[src/include/sar_pkg.sv]
// package: constants and carriers for the converter readout block
package sar_pkg;
    // =========================================================
    // widths and timing
    localparam int          RES_BITS       = 16;
    localparam int          CHAIN_DELAY    = 16;
    localparam int          CLK_HZ         = 20_000_000;
    // minimum time from strobe rise to result, in ns
    localparam int          CONV_NS_FAST   = 400;
    localparam int          CONV_NS_NORM   = 500;
    localparam int          CONV_CYC_FAST  = (CONV_NS_FAST * (CLK_HZ / 1_000_000)
                                              + 999) / 1000;
    localparam int          CONV_CYC_NORM  = (CONV_NS_NORM * (CLK_HZ / 1_000_000)
                                              + 999) / 1000;
    localparam logic [15:0] RESULT_RST     = 16'h0000;

    // =========================================================
    // state encoding
    typedef enum logic [1:0] {
        SAR_IDLE = 2'b00,
        SAR_CONV = 2'b01,
        SAR_READ = 2'b10
    } sar_state_e;

    // =========================================================
    // serial output carrier
    typedef struct packed {
        logic data;
        logic oe;
    } sar_sdo_s;
endpackage : sar_pkg

[src/sar_readout.sv]
// design: control and serial readout of the converter
`timescale 1ns/10ps
`default_nettype none

module sar_readout #(
    parameter int RES_BITS = sar_pkg::RES_BITS
) (
    // clock and reset
    input  wire logic                clk_sys,
    input  wire logic                resetn,
    // host pins
    input  wire logic                conversion_strobe,
    input  wire logic                sclk,
    input  wire logic                sdi,
    input  wire logic                fast_mode,
    // converter core
    input  wire logic [RES_BITS-1:0] core_result,
    output logic                     core_sample,
    output logic                     core_power_on,
    // serial output
    output logic                     sdo,
    output logic                     sdo_oe,
    // status
    output logic                     busy,
    output logic                     chain_mode
);
    // =========================================================
    // input synchronisers: two flops per pin
    logic cnv_s;
    logic sck_s;
    logic sdi_s;
    logic fast_s;
    logic cnv_q;
    logic sck_q;

    sar_sync u_sync_cnv (
        .clk_sys (clk_sys),
        .resetn  (resetn),
        .pin     (conversion_strobe),
        .level   (cnv_s)
    );

    sar_sync u_sync_sck (
        .clk_sys (clk_sys),
        .resetn  (resetn),
        .pin     (sclk),
        .level   (sck_s)
    );

    sar_sync u_sync_sdi (
        .clk_sys (clk_sys),
        .resetn  (resetn),
        .pin     (sdi),
        .level   (sdi_s)
    );

    sar_sync u_sync_fast (
        .clk_sys (clk_sys),
        .resetn  (resetn),
        .pin     (fast_mode),
        .level   (fast_s)
    );

    // edge detect flops behind the synchronisers
    always_ff @(posedge clk_sys or negedge resetn) begin
        if (!resetn) begin
            cnv_q <= 1'b0;
            sck_q <= 1'b0;
        end else begin
            cnv_q <= cnv_s;
            sck_q <= sck_s;
        end
    end

    wire cnv_rise  = cnv_s & ~cnv_q;
    wire sck_fall  = ~sck_s & sck_q;
    wire sck_rise  = sck_s & ~sck_q;

    // =========================================================
    // conversion timer on the system clock
    localparam int CW = 8;
    localparam logic [CW-1:0] CYC_FAST = CW'(sar_pkg::CONV_CYC_FAST);
    localparam logic [CW-1:0] CYC_NORM = CW'(sar_pkg::CONV_CYC_NORM);

    sar_pkg::sar_state_e state_q, state_d;
    logic [CW-1:0]       cnt_q, cnt_d;
    logic                chain_q, chain_d;
    logic                turbo_q, turbo_d;
    logic                busy_en_q, busy_en_d;

    wire conv_done = (state_q == sar_pkg::SAR_CONV) && (cnt_q == '0);
    wire sel_cs    = ~sdi_s | ~cnv_s;

    always_comb begin
        state_d   = state_q;
        cnt_d     = cnt_q;
        chain_d   = chain_q;
        turbo_d   = turbo_q;
        busy_en_d = busy_en_q;
        case (state_q)
            sar_pkg::SAR_IDLE, sar_pkg::SAR_READ: begin
                if (cnv_rise) begin
                    state_d   = sar_pkg::SAR_CONV;
                    chain_d   = ~sdi_s;
                    turbo_d   = fast_s;
                    busy_en_d = 1'b0;
                    cnt_d     = (fast_s ? CYC_FAST : CYC_NORM) - CW'(1);
                end
            end
            sar_pkg::SAR_CONV: begin
                if (cnt_q != '0) begin
                    cnt_d = cnt_q - CW'(1);
                end else begin
                    state_d   = sar_pkg::SAR_READ;
                    busy_en_d = ~chain_q & sel_cs;
                end
            end
            default: state_d = sar_pkg::SAR_IDLE;
        endcase
    end

    always_ff @(posedge clk_sys or negedge resetn) begin
        if (!resetn) begin
            state_q   <= sar_pkg::SAR_IDLE;
            cnt_q     <= '0;
            chain_q   <= 1'b0;
            turbo_q   <= 1'b0;
            busy_en_q <= 1'b0;
        end else begin
            state_q   <= state_d;
            cnt_q     <= cnt_d;
            chain_q   <= chain_d;
            turbo_q   <= turbo_d;
            busy_en_q <= busy_en_d;
        end
    end

    // =========================================================
    // result shifter and daisy-chain delay line
    logic [RES_BITS-1:0] shift_q;
    logic                sdo_q;
    wire rd_sel = (state_q == sar_pkg::SAR_READ) && (chain_q || sel_cs);

    always_ff @(posedge clk_sys or negedge resetn) begin
        if (!resetn) begin
            shift_q <= sar_pkg::RESULT_RST;
            sdo_q   <= 1'b0;
        end else if (conv_done) begin
            shift_q <= core_result;
            sdo_q   <= core_result[RES_BITS-1];
        end else if (rd_sel && sck_rise) begin
            // chain mode shifts in sdi; cs mode shifts in zero
            shift_q <= {shift_q[RES_BITS-2:0], chain_q & sdi_s};
        end else if (rd_sel && sck_fall) begin
            // next bit shown after the host has sampled the last
            sdo_q <= shift_q[RES_BITS-1];
        end
    end

    // =========================================================
    // outputs
    wire in_read = (state_q == sar_pkg::SAR_READ);
    sar_pkg::sar_sdo_s out_w;
    // chain mode drives always; cs mode only while selected
    assign out_w.oe   = chain_q ? 1'b1 : sel_cs;
    // low outside the read state, whether or not the busy indicator is enabled
    assign out_w.data = in_read ? sdo_q : 1'b0;

    assign sdo           = out_w.data;
    assign sdo_oe        = out_w.oe;
    assign busy          = (state_q == sar_pkg::SAR_CONV);
    assign chain_mode    = chain_q;
    // rises during a conversion are refused, no new sample
    assign core_sample   = cnv_rise & ~busy;
    assign core_power_on = turbo_q | fast_s | (state_q == sar_pkg::SAR_CONV);

    wire unused_ok = busy_en_q;
endmodule : sar_readout

// =========================================================
// two-flop synchroniser for one asynchronous pin
module sar_sync (
    // clock and reset
    input  wire logic clk_sys,
    input  wire logic resetn,
    // pin and its synchronised copy
    input  wire logic pin,
    output logic      level
);
    logic meta_q;
    logic level_q;

    // only the second flop is read by logic
    always_ff @(posedge clk_sys or negedge resetn) begin
        if (!resetn) begin
            meta_q  <= 1'b0;
            level_q <= 1'b0;
        end else begin
            meta_q  <= pin;
            level_q <= meta_q;
        end
    end

    assign level = level_q;
endmodule : sar_sync

`default_nettype wire

[config.mk]
export PLATFORM = sky130hd
export DESIGN_NAME = sar_readout
export DESIGN_NICKNAME = d
export VERILOG_FILES = /design/src/include/sar_pkg.sv /design/src/sar_readout.sv
export SDC_FILE = /design/constraint.sdc
export NUM_CORES = 1
export LEC_CHECK = 0
export ABC_CLOCK_PERIOD_IN_PS = 5300
export BUFFER_PORTS_ARGS = -buffer_cell sky130_fd_sc_hd__buf_2
export CORE_MARGIN = 10
export CORE_UTILIZATION = 55
export CTS_BUF_LIST = sky130_fd_sc_hd__clkbuf_4 sky130_fd_sc_hd__clkbuf_8
export CTS_CLUSTER_SIZE = 16
export DETAILED_ROUTE_END_ITERATION = 7
export PLACE_DENSITY = 0.83
export REMOVE_ABC_BUFFERS = 1
export SLEW_MARGIN = 0
export SYNTH_ARGS = -nofsm -noshare
export SYNTH_HDL_FRONTEND = slang
export SYNTH_SLANG_ARGS = --single-unit
[constraint.sdc]
create_clock -name clk_sys -period 5.3 [get_ports clk_sys]
set_input_delay 1.59 -clock clk_sys [delete_from_list [all_inputs] [get_ports clk_sys]]
set_output_delay 1.59 -clock clk_sys [all_outputs]
set_load 0.02 [all_outputs]
==> After elaboration in Yosys (flattened, before gate mapping) <==
Index checks and enable logic that the tools add are counted.
{ "totals": {"register_bits": 39, "output_inout_bits": 6, "word_cells": 68} }
{ "op_classes": {"n_addsub": 2, "n_eq_ne": 6, "mux": 14, "bitwise": 14, "n_reduce_logical": 16} }
{ "ops": {"columns": ["operator", "count"], "rows": [
  ["$mux 16", 2],
  ["$mux 8", 2],
  ["$pmux 8 s2", 1],
  ["$logic_not 8->1", 1],
  ["$reduce_bool 8->1", 1],
  ["$sub 8x1->8 const B", 1],
  ["$mux 2", 3],
  ["$ne 2x2->1 const B", 3],
  ["$not 1->1", 6],
  ["$reduce_and 2->1", 3],
  ["$reduce_bool 2->1", 3],
  ["$and 1x1->1", 5],
  ["$mux 1", 5],
  ["$sub 4x1->5 const B", 1],
  ["$logic_and 1x1->1", 4],
  ["$pmux 2 s2", 1],
  ["$or 1x1->1", 3],
  ["$reduce_and 3->1", 1],
  ["$eq 2x1->1 const B", 1],
  ["$eq 2x2->1 const B", 1],
  ["$logic_not 2->1", 1],
  ["$ne 2x1->1 const B", 1],
  ["$reduce_or 2->1", 1],
  ["$logic_or 1x1->1", 1]
]} }

==> Longest topological paths before layout <==
Gate-level depths: netlist of run 1.
{ "logic_depth": {"depth_word": 8, "depth_mapped": 7, "depth_no_buf": 6} }

==> Modules after synthesis <==
Synthesis of run 1 repeated with hierarchy kept, for this count alone.
{ "unflattened": {"hier_cells": 144, "hier_area_um2": 1686.6} }
{ "by_module_without_submodules": {"columns": ["module", "instances", "cells_each", "area_each_um2", "seq_area_each_um2"], "rows": [
  ["sar_readout", 1, 136, 1486.4, 775.7],
  ["sar_sync", 4, 2, 50.0, 50.0]
]} }

==> Worst setup path before layout of run 1 <==
OpenSTA, ideal clock, no wires.
{ "synth_timing": {"path_type": "reg2out", "startpoint": "reg state_q[0]", "endpoint": "out core_sample", "arrival_ns": 1.337, "required_time_ns": 3.710, "path_slack_ns": 2.373, "path_stages_with_launch": 5, "path_buffers": 1, "cell_sequence": "dfrtp_1 -> nand2b_1 -> inv_1 -> buf_2 -> nor3_1"} }
{ "synth_via": {"elab_chain_cells": 3} }
{ "synth_rtl": {"columns": ["item", "line_no", "rtl"], "rows": [
  ["start, declared", "sar_readout.sv:85", "sar_pkg::sar_state_e state_q, state_d;"],
  ["start signal, assigned", "sar_readout.sv:124", "state_q <= sar_pkg::SAR_IDLE;"],
  ["start signal, assigned", "sar_readout.sv:130", "state_q <= state_d;"],
  ["$eq 2x1->1", "sar_readout.sv:171", "assign busy = (state_q == sar_pkg::SAR_CONV);"],
  ["named net busy", "sar_readout.sv:24", "output logic busy,"],
  ["$not 1->1", "sar_readout.sv:174", "assign core_sample = cnv_rise & ~busy;"],
  ["$and 1x1->1", "sar_readout.sv:174", null],
  ["end, declared", "sar_readout.sv:18", "output logic core_sample,"]
]} }
The timed path passes the listed nets, and every way through them passes these cells.

==> Worst setup path after layout of run 1 <==
{ "layout_timing": {"startpoint": "reg state_q[0]", "endpoint": "out core_power_on"} }
{ "layout_via": {"elab_chain_cells": 2} }
{ "layout_rtl": {"columns": ["item", "line_no", "rtl"], "rows": [
  ["$eq 2x1->1", "sar_readout.sv:175", "assign core_power_on = turbo_q | fast_s | (state_q == sar_pkg::SAR_CONV);"],
  ["$or 1x1->1", "sar_readout.sv:175", null],
  ["end, declared", "sar_readout.sv:19", "output logic core_power_on,"]
]} }
No other way between the ends.

==> run metrics, run 1 <==
outcome=finished clean; count of flip-flops with a built-in enable after synthesis=0; leak pwr=0.985 nW; routing usage on met2=19.9%; Synthesis Warnings=0; time the worst path needs with I/O delays and setup=3300 ps; I/O pin total=28; setup TNS after final layout=0 ps; Clock Root Buffer=clkbuf_4; detailed-route via count=1,229; gpl congestion=between 0.8 and 0.9; met1 Resource Use GR=14.9%; sequential fraction of the synthesis area=57.4%; Initial Utilization=roughly 57%; cell types occupying the most area after synthesis=dfrtp_1 (57%), a22o_1 (6.7%), a21o_1 (5.3%); reg2reg start=cnt_q[0]; CTS tree=built; path type of the worst min-delay path=reg2reg; leading register cell type out of synthesis=dfrtp_1; clk_lat worst skew=340 ps; # fillers=256; overall routed net length=roughly 3300 um; overall global routing resource usage=around 12%; number of gates resized after cts=0; remaining max-slew budget at the tightest pin=44.7%; maximum level of the CTS H-tree=2; drt drc=0; overall die area=5710 sq um; total global routing overflow=0; number of buffers created by CTS=5; Die Y-Extent=75.6 um; clock skew after layout=13.5 ps; post-detailed-route via-to-cell ratio=5.97; summed instance area of the synthesized netlist=roughly 1700 sq um; post-synth top area cell=dfrtp_1; floorplan die width=75.6 um; leading cell types in the layout, fill and taps excluded=dfrtp_1 (39), buf_2 (27), a22o_1 (13); total chip power=0.00100 W; global-route wire length before repair=5460 um; share of synthesized flip-flops with an asynchronous set or reset=100%; Synth Register Bits=39; Worst Setup SP=state_q[0]; class of the most critical setup path=reg2out; antenna violations before repair=0; Gate Count Post-Synth=~140; Hold-fix buffers, CTS=0; CTS clk-pin slew, worst paths=120 ps; Max Cap Viol=0; setup violation total in the final timing report=0; share of final-layout standard cells stronger than drive strength 1=between 20% and 30%; CTS Sinks=39; area of the placeable core=around 3000 sq um; endpoint kind of the worst setup timing path=output port; sum of net half-perimeters after detailed placement=2440 um; Layout Nets=196; unrepaired setup endpoints after global routing=no; number of antenna cells inserted=0; fraction of the cycle the final worst path needs=62.3%; # rows=20; Area Overhead vs Synth=13.5%; final max-slew violation count=0; CP startpoint kind=flip-flop; CP Data Arrival Time=1710 ps; total power per unit cell area=518 nW/um^2; DRC marker count from the first detailed-route iteration=64; antenna-violating nets left=0; most common cell after layout, fill and taps aside=dfrtp_1; Design Area, Final=1930 sq um; origin of the worst min-delay path=u_sync_fast.meta_q; IR drop worst, VDD=0.000308 V; count of different cell masters after synthesis=41; most heavily used metal layer in global routing=met2; number of buffers added for setup after CTS=0; maximum number of pins on one net before global-route repair=40; placement-stage cell area=1840 sq um; wire length per cell after detailed routing=16.1 um; met3 Use GR=4.56%; CP required=3710 ps; area share of the largest cell type after synthesis=a little under three fifths; Avg Cell Area, Syn=11.8 sq um; total iterations of the first detailed-routing run=4; Fmax=303 MHz; vias in the first global route=1,235; Tightest Pin Transition=830 ps; number of port buffers=27; highest net fanout along the worst path=11; number of hold-slack violations in the final timing report=0; number of buffers on the longest clock path=2
## per-layer routing
metal,up-vias,routed length [um],share of wire (%)
met4,0,38,1.1
met5,-,0,0
met1,604,1530,46
li1,596,-,-
met2,22,1600,48
met3,7,153,4.6
## synth_stat cells (2+ instances only)
cell type and n:
a21oi_1 6, dfrtp_1 39, mux2_2 2, nor2_1 9, nand3_1 2, buf_2 3, nor4_1 2, a21o_1 12
nand2_1 6, inv_1 5, xor2_1 2, mux2i_1 2, a31o_2 2, ha_1 2, nor3_1 5, nand2b_1 4
clkbuf_1 2, o21ai_0 4, a22o_1 13
## final cells by class
type,count,area [sq um],share of cell area [%]
clock buffers,6,51.3,2.66
multi-input cells,94,671,34.8
clock inverters,2,35.0,1.82
repair buffers,27,135,7.01
inverters,5,18.8,0.973
well taps,33,41.3,2.14
flip-flops and latches,39,976,50.6
## through the flow
step,utilization [%],cells,hold slack [ps],setup slack [ps]
after floorplan,-,138,331,2370
after global placement,61.3,198,334,2410
after detailed placement,61.3,198,339,2380
after CTS,64.2,206,365,1990
after global routing,64.2,206,369,1900
final,64.2,206,360,2000
## state kept, by name (all words and copies together), names as in the netlist
name                count
shift_q                16
cnt_q                   8
state_q                 2
chain_mode              1
cnv_q                   1
sck_q                   1
sdo_q                   1
turbo_q                 1
u_sync_cnv.level        1
u_sync_cnv.meta_q       1
u_sync_fast.level       1
u_sync_fast.meta_q      1
u_sync_sck.level        1
u_sync_sck.meta_q       1
u_sync_sdi.level        1
u_sync_sdi.meta_q       1
## kinds of logic (layout without fill, tap and decap cells)
| family | count (synthesis) | in the layout | synth area share (%) |
|---|---|---|---|
| adders and majority gates | 2 | 2 | 1.47 |
| AOI/OAI and AO/OA | 45 | 45 | 20.3 |
| and+or+nand+nor | 41 | 41 | 14.1 |
| DFF | 39 | 39 | 57.4 |
| muxes | 4 | 4 | 2.50 |
| buffers and inverters | 11 | 40 | 3.09 |
| xor gates and xnor gates | 2 | 2 | 1.03 |
## worst paths after layout
check / slack (ps) / cells past startpoint / endpoint
worst min register to register: 360 / 0 / u_sync_fast.level
max in group asynchronous: 3430 / 1 / u_sync_sck.level
worst max-delay path: 2000 / 4 / core_power_on
min in group asynchronous: 1330 / 1 / cnt_q[1]
worst min-delay path: 360 / 0 / u_sync_fast.level
worst max register to register: 2900 / 6 / shift_q[12]
## worst max-delay path, stage by stage, from the launching register on
cell and delay [ps]:
dfrtp_1 440, nand2b_1 220, inv_1 210, or3_1 330, buf_2 160
## report_power, final
part	internal, W	switching, W
clock network	0.000111	0.0000932
logic	0.000145	0.000167
registers	0.000404	0.0000786
total	0.000661	0.000339
(Power assumes the default switching activity.)
==> inputs of run 2 (changes only) <==
--- a/config.mk
+++ b/config.mk
@@ -5,7 +5,7 @@
 export SDC_FILE = /design/constraint.sdc
 export NUM_CORES = 1
 export LEC_CHECK = 0
-export ABC_CLOCK_PERIOD_IN_PS = 5300
+export ABC_CLOCK_PERIOD_IN_PS = 3200
 export BUFFER_PORTS_ARGS = -buffer_cell sky130_fd_sc_hd__buf_2
 export CORE_MARGIN = 10
 export CORE_UTILIZATION = 55
==> constraint.sdc (replaced) <==
create_clock -name clk_sys -period 3.2 [get_ports clk_sys]
set_input_delay 0.96 -clock clk_sys [delete_from_list [all_inputs] [get_ports clk_sys]]
set_output_delay 0.96 -clock clk_sys [all_outputs]
set_load 0.02 [all_outputs]
==> run 2 against run 1 <==
- via count down 1.5%
- register-to-register slack worse by 2000 ps
- largest cell class unchanged
- clock power up 74%
- non-clock buffer count up 1
- sequential share of layout area down 0.29 points
- final area up 0.58%
- largest power group unchanged
- clock skew down 7.4 ps
- power up 67%
- critical path depth unchanged
- highest routed layer unchanged
- die area unchanged
- core utilization up 0.38 points
==> run metrics, run 2 (same netlist as run 1, synthesis figures left out) <==
# rows=20 (unchanged); number of port buffers=27 (unchanged); Tightest Pin Transition=823 ps (-7.18 ps); CTS Sinks=39 (unchanged); antenna violations before repair=0 (unchanged); most common cell after layout, fill and taps aside=dfrtp_1; number of antenna cells inserted=0 (unchanged); leading cell types in the layout, fill and taps excluded=dfrtp_1 (39), buf_2 (27), a22o_1 (13); global-route wire length before repair=5660 um (+3.8%); post-detailed-route via-to-cell ratio=5.85 (-1.9%); DP Worst Slack=855 ps (-1530 ps); path type of the worst min-delay path=reg2reg; endpoint kind of the worst setup timing path=output port; remaining max-slew budget at the tightest pin=45.2% (+0.48 points); number of buffers added for setup after CTS=0 (unchanged); clock skew after layout=6.04 ps (-7.43 ps); Clock Root Buffer=clkbuf_4; vias in the first global route=1,266 (+2.5%); leak pwr=0.991 nW (+0.62%); Fmax=367 MHz; I/O pin total=28 (unchanged); CP startpoint kind=flip-flop; total iterations of the first detailed-routing run=4 (unchanged); DRC marker count from the first detailed-route iteration=54 (-16%); end of the worst register-to-register path=shift_q[2]; Layout Nets=197 (+0.51%); Max Cap Viol=0 (unchanged); origin of the worst min-delay path=u_sync_cnv.meta_q; setup TNS after final layout=0 ps (unchanged); share of final-layout standard cells stronger than drive strength 1=25.3% (+0.43 points); final max-slew violation count=0 (unchanged); R2R cell count=6 (unchanged); number of hold-slack violations in the final timing report=0 (unchanged); Initial Utilization=56.6% (unchanged); class of the most critical setup path=reg2out; reg2reg start=cnt_q[1]; overall die area=5710 sq um (unchanged); number of buffers on the longest clock path=2 (unchanged); R2R Setup Slk=860 ps (-2040 ps); leading registers by flop count=shift_q (16), cnt_q (8), state_q (2); # fillers=244 (-4.7%); Multi-input gate area=671 sq um (unchanged); CP Data Arrival Time=1760 ps (+50 ps); unrepaired setup endpoints after global routing=no; total power per unit cell area=861 nW/um^2 (+66%); maximum level of the CTS H-tree=2 (unchanged); IR drop worst, VDD=0.000515 V (+67%); Largest Register=shift_q; overall routed net length=3300 um (-0.33%); total global routing overflow=0 (unchanged); fraction of the cycle the final worst path needs=85.1%; maximum number of pins on one net before global-route repair=40 (unchanged); number of buffers created by CTS=5 (unchanged); number of gates resized after cts=0 (unchanged); CP required=2240 ps (-1470 ps); floorplan die width=75.6 um (unchanged); CTS tree=built; area of the placeable core=3000 sq um (unchanged); sum of net half-perimeters after detailed placement=2460 um (+0.85%); FF+latch area=976 sq um (unchanged); Die Y-Extent=75.6 um (unchanged); worst hold endpoint=u_sync_cnv.level; worst hold path depth=0 (unchanged); number of flip-flops under the largest register name=16 (unchanged); gpl congestion=0.859 (-2.7%); detailed-route via count=1,211 (-1.5%); clk_lat worst skew=360 ps (+20 ps); Worst Slack Setup Final=478 ps (-1520 ps); antenna-violating nets left=0 (unchanged); total chip power=0.00167 W (+67%); setup violation total in the final timing report=0 (unchanged); Worst Setup SP=state_q[0]; overall global routing resource usage=13.2% (+0.86 points); Hold-fix buffers, CTS=0 (unchanged); outcome=finished clean; time the worst path needs with I/O delays and setup=about 2700 ps; drt drc=0 (unchanged); wire length per cell after detailed routing=16.0 um (-0.81%); CTS clk-pin slew, worst paths=120 ps (about the same); Area Overhead vs Synth=14.1%; highest net fanout along the worst path=11 (unchanged)
==> run 2: changes by cell type in the layout (fill, tap and decap cells not counted) <==
cell,change
inv_6,+1
clkinv_2,-1
buf_4,+1
==> run 2: stage by stage <==
| step | util [%] | area, sq um | std cells | hold slack [ps] |
|---|---|---|---|---|
| floorplan | - | 1670 | 138 | 331 |
| global placement | 61.6 | 1850 | 199 | 336 |
| detailed placement | 61.6 | 1850 | 199 | 335 |
| CTS | 64.6 | 1940 | 207 | 362 |
| global route | 64.6 | 1940 | 207 | 379 |
| finish | 64.6 | 1940 | 207 | 361 |
==> run 2: final cells by class <==
cell class | instances | area share, %
clock buffers | 6 | 2.65
clock inverters | 2 | 2.00
inverters | 5 | 0.968
multi-input cells | 94 | 34.6
flip-flops and latches | 39 | 50.3
well taps | 33 | 2.13
repair buffers | 28 | 7.35
==> run 2: power by group <==
| part | internal, W | switching [W] |
|---|---|---|
| Clock | 0.000189 | 0.000167 |
| Sequential | 0.000669 | 0.000133 |
| Combinational | 0.000241 | 0.000272 |
| Total | 0.00110 | 0.000572 |
==> run 2: worst max-delay path, stage by stage (launching register included) <==
cell	delay, ps
dfrtp_1	440
nand2b_1	240
inv_1	220
or3_1	340
buf_2	160
==> run 2: worst max-delay path by stage <==
stage | endpoint | slack [ps] | cells past startpoint
after floorplan | core_sample | 900 | 3
after global placement | core_power_on | 870 | 4
after detailed placement | core_power_on | 850 | 4
after CTS | core_power_on | 450 | 4
after global routing | core_power_on | 370 | 4
final | core_power_on | 480 | 4
==> run 2: per-layer routing <==
metal	vias to the layer above	GRT usage (%)	routed length, um
met5	-	0	0
met4	0	7.42	82
met3	7	5.47	189
met2	19	20.6	1630
met1	592	15.1	1400
li1	593	-	-
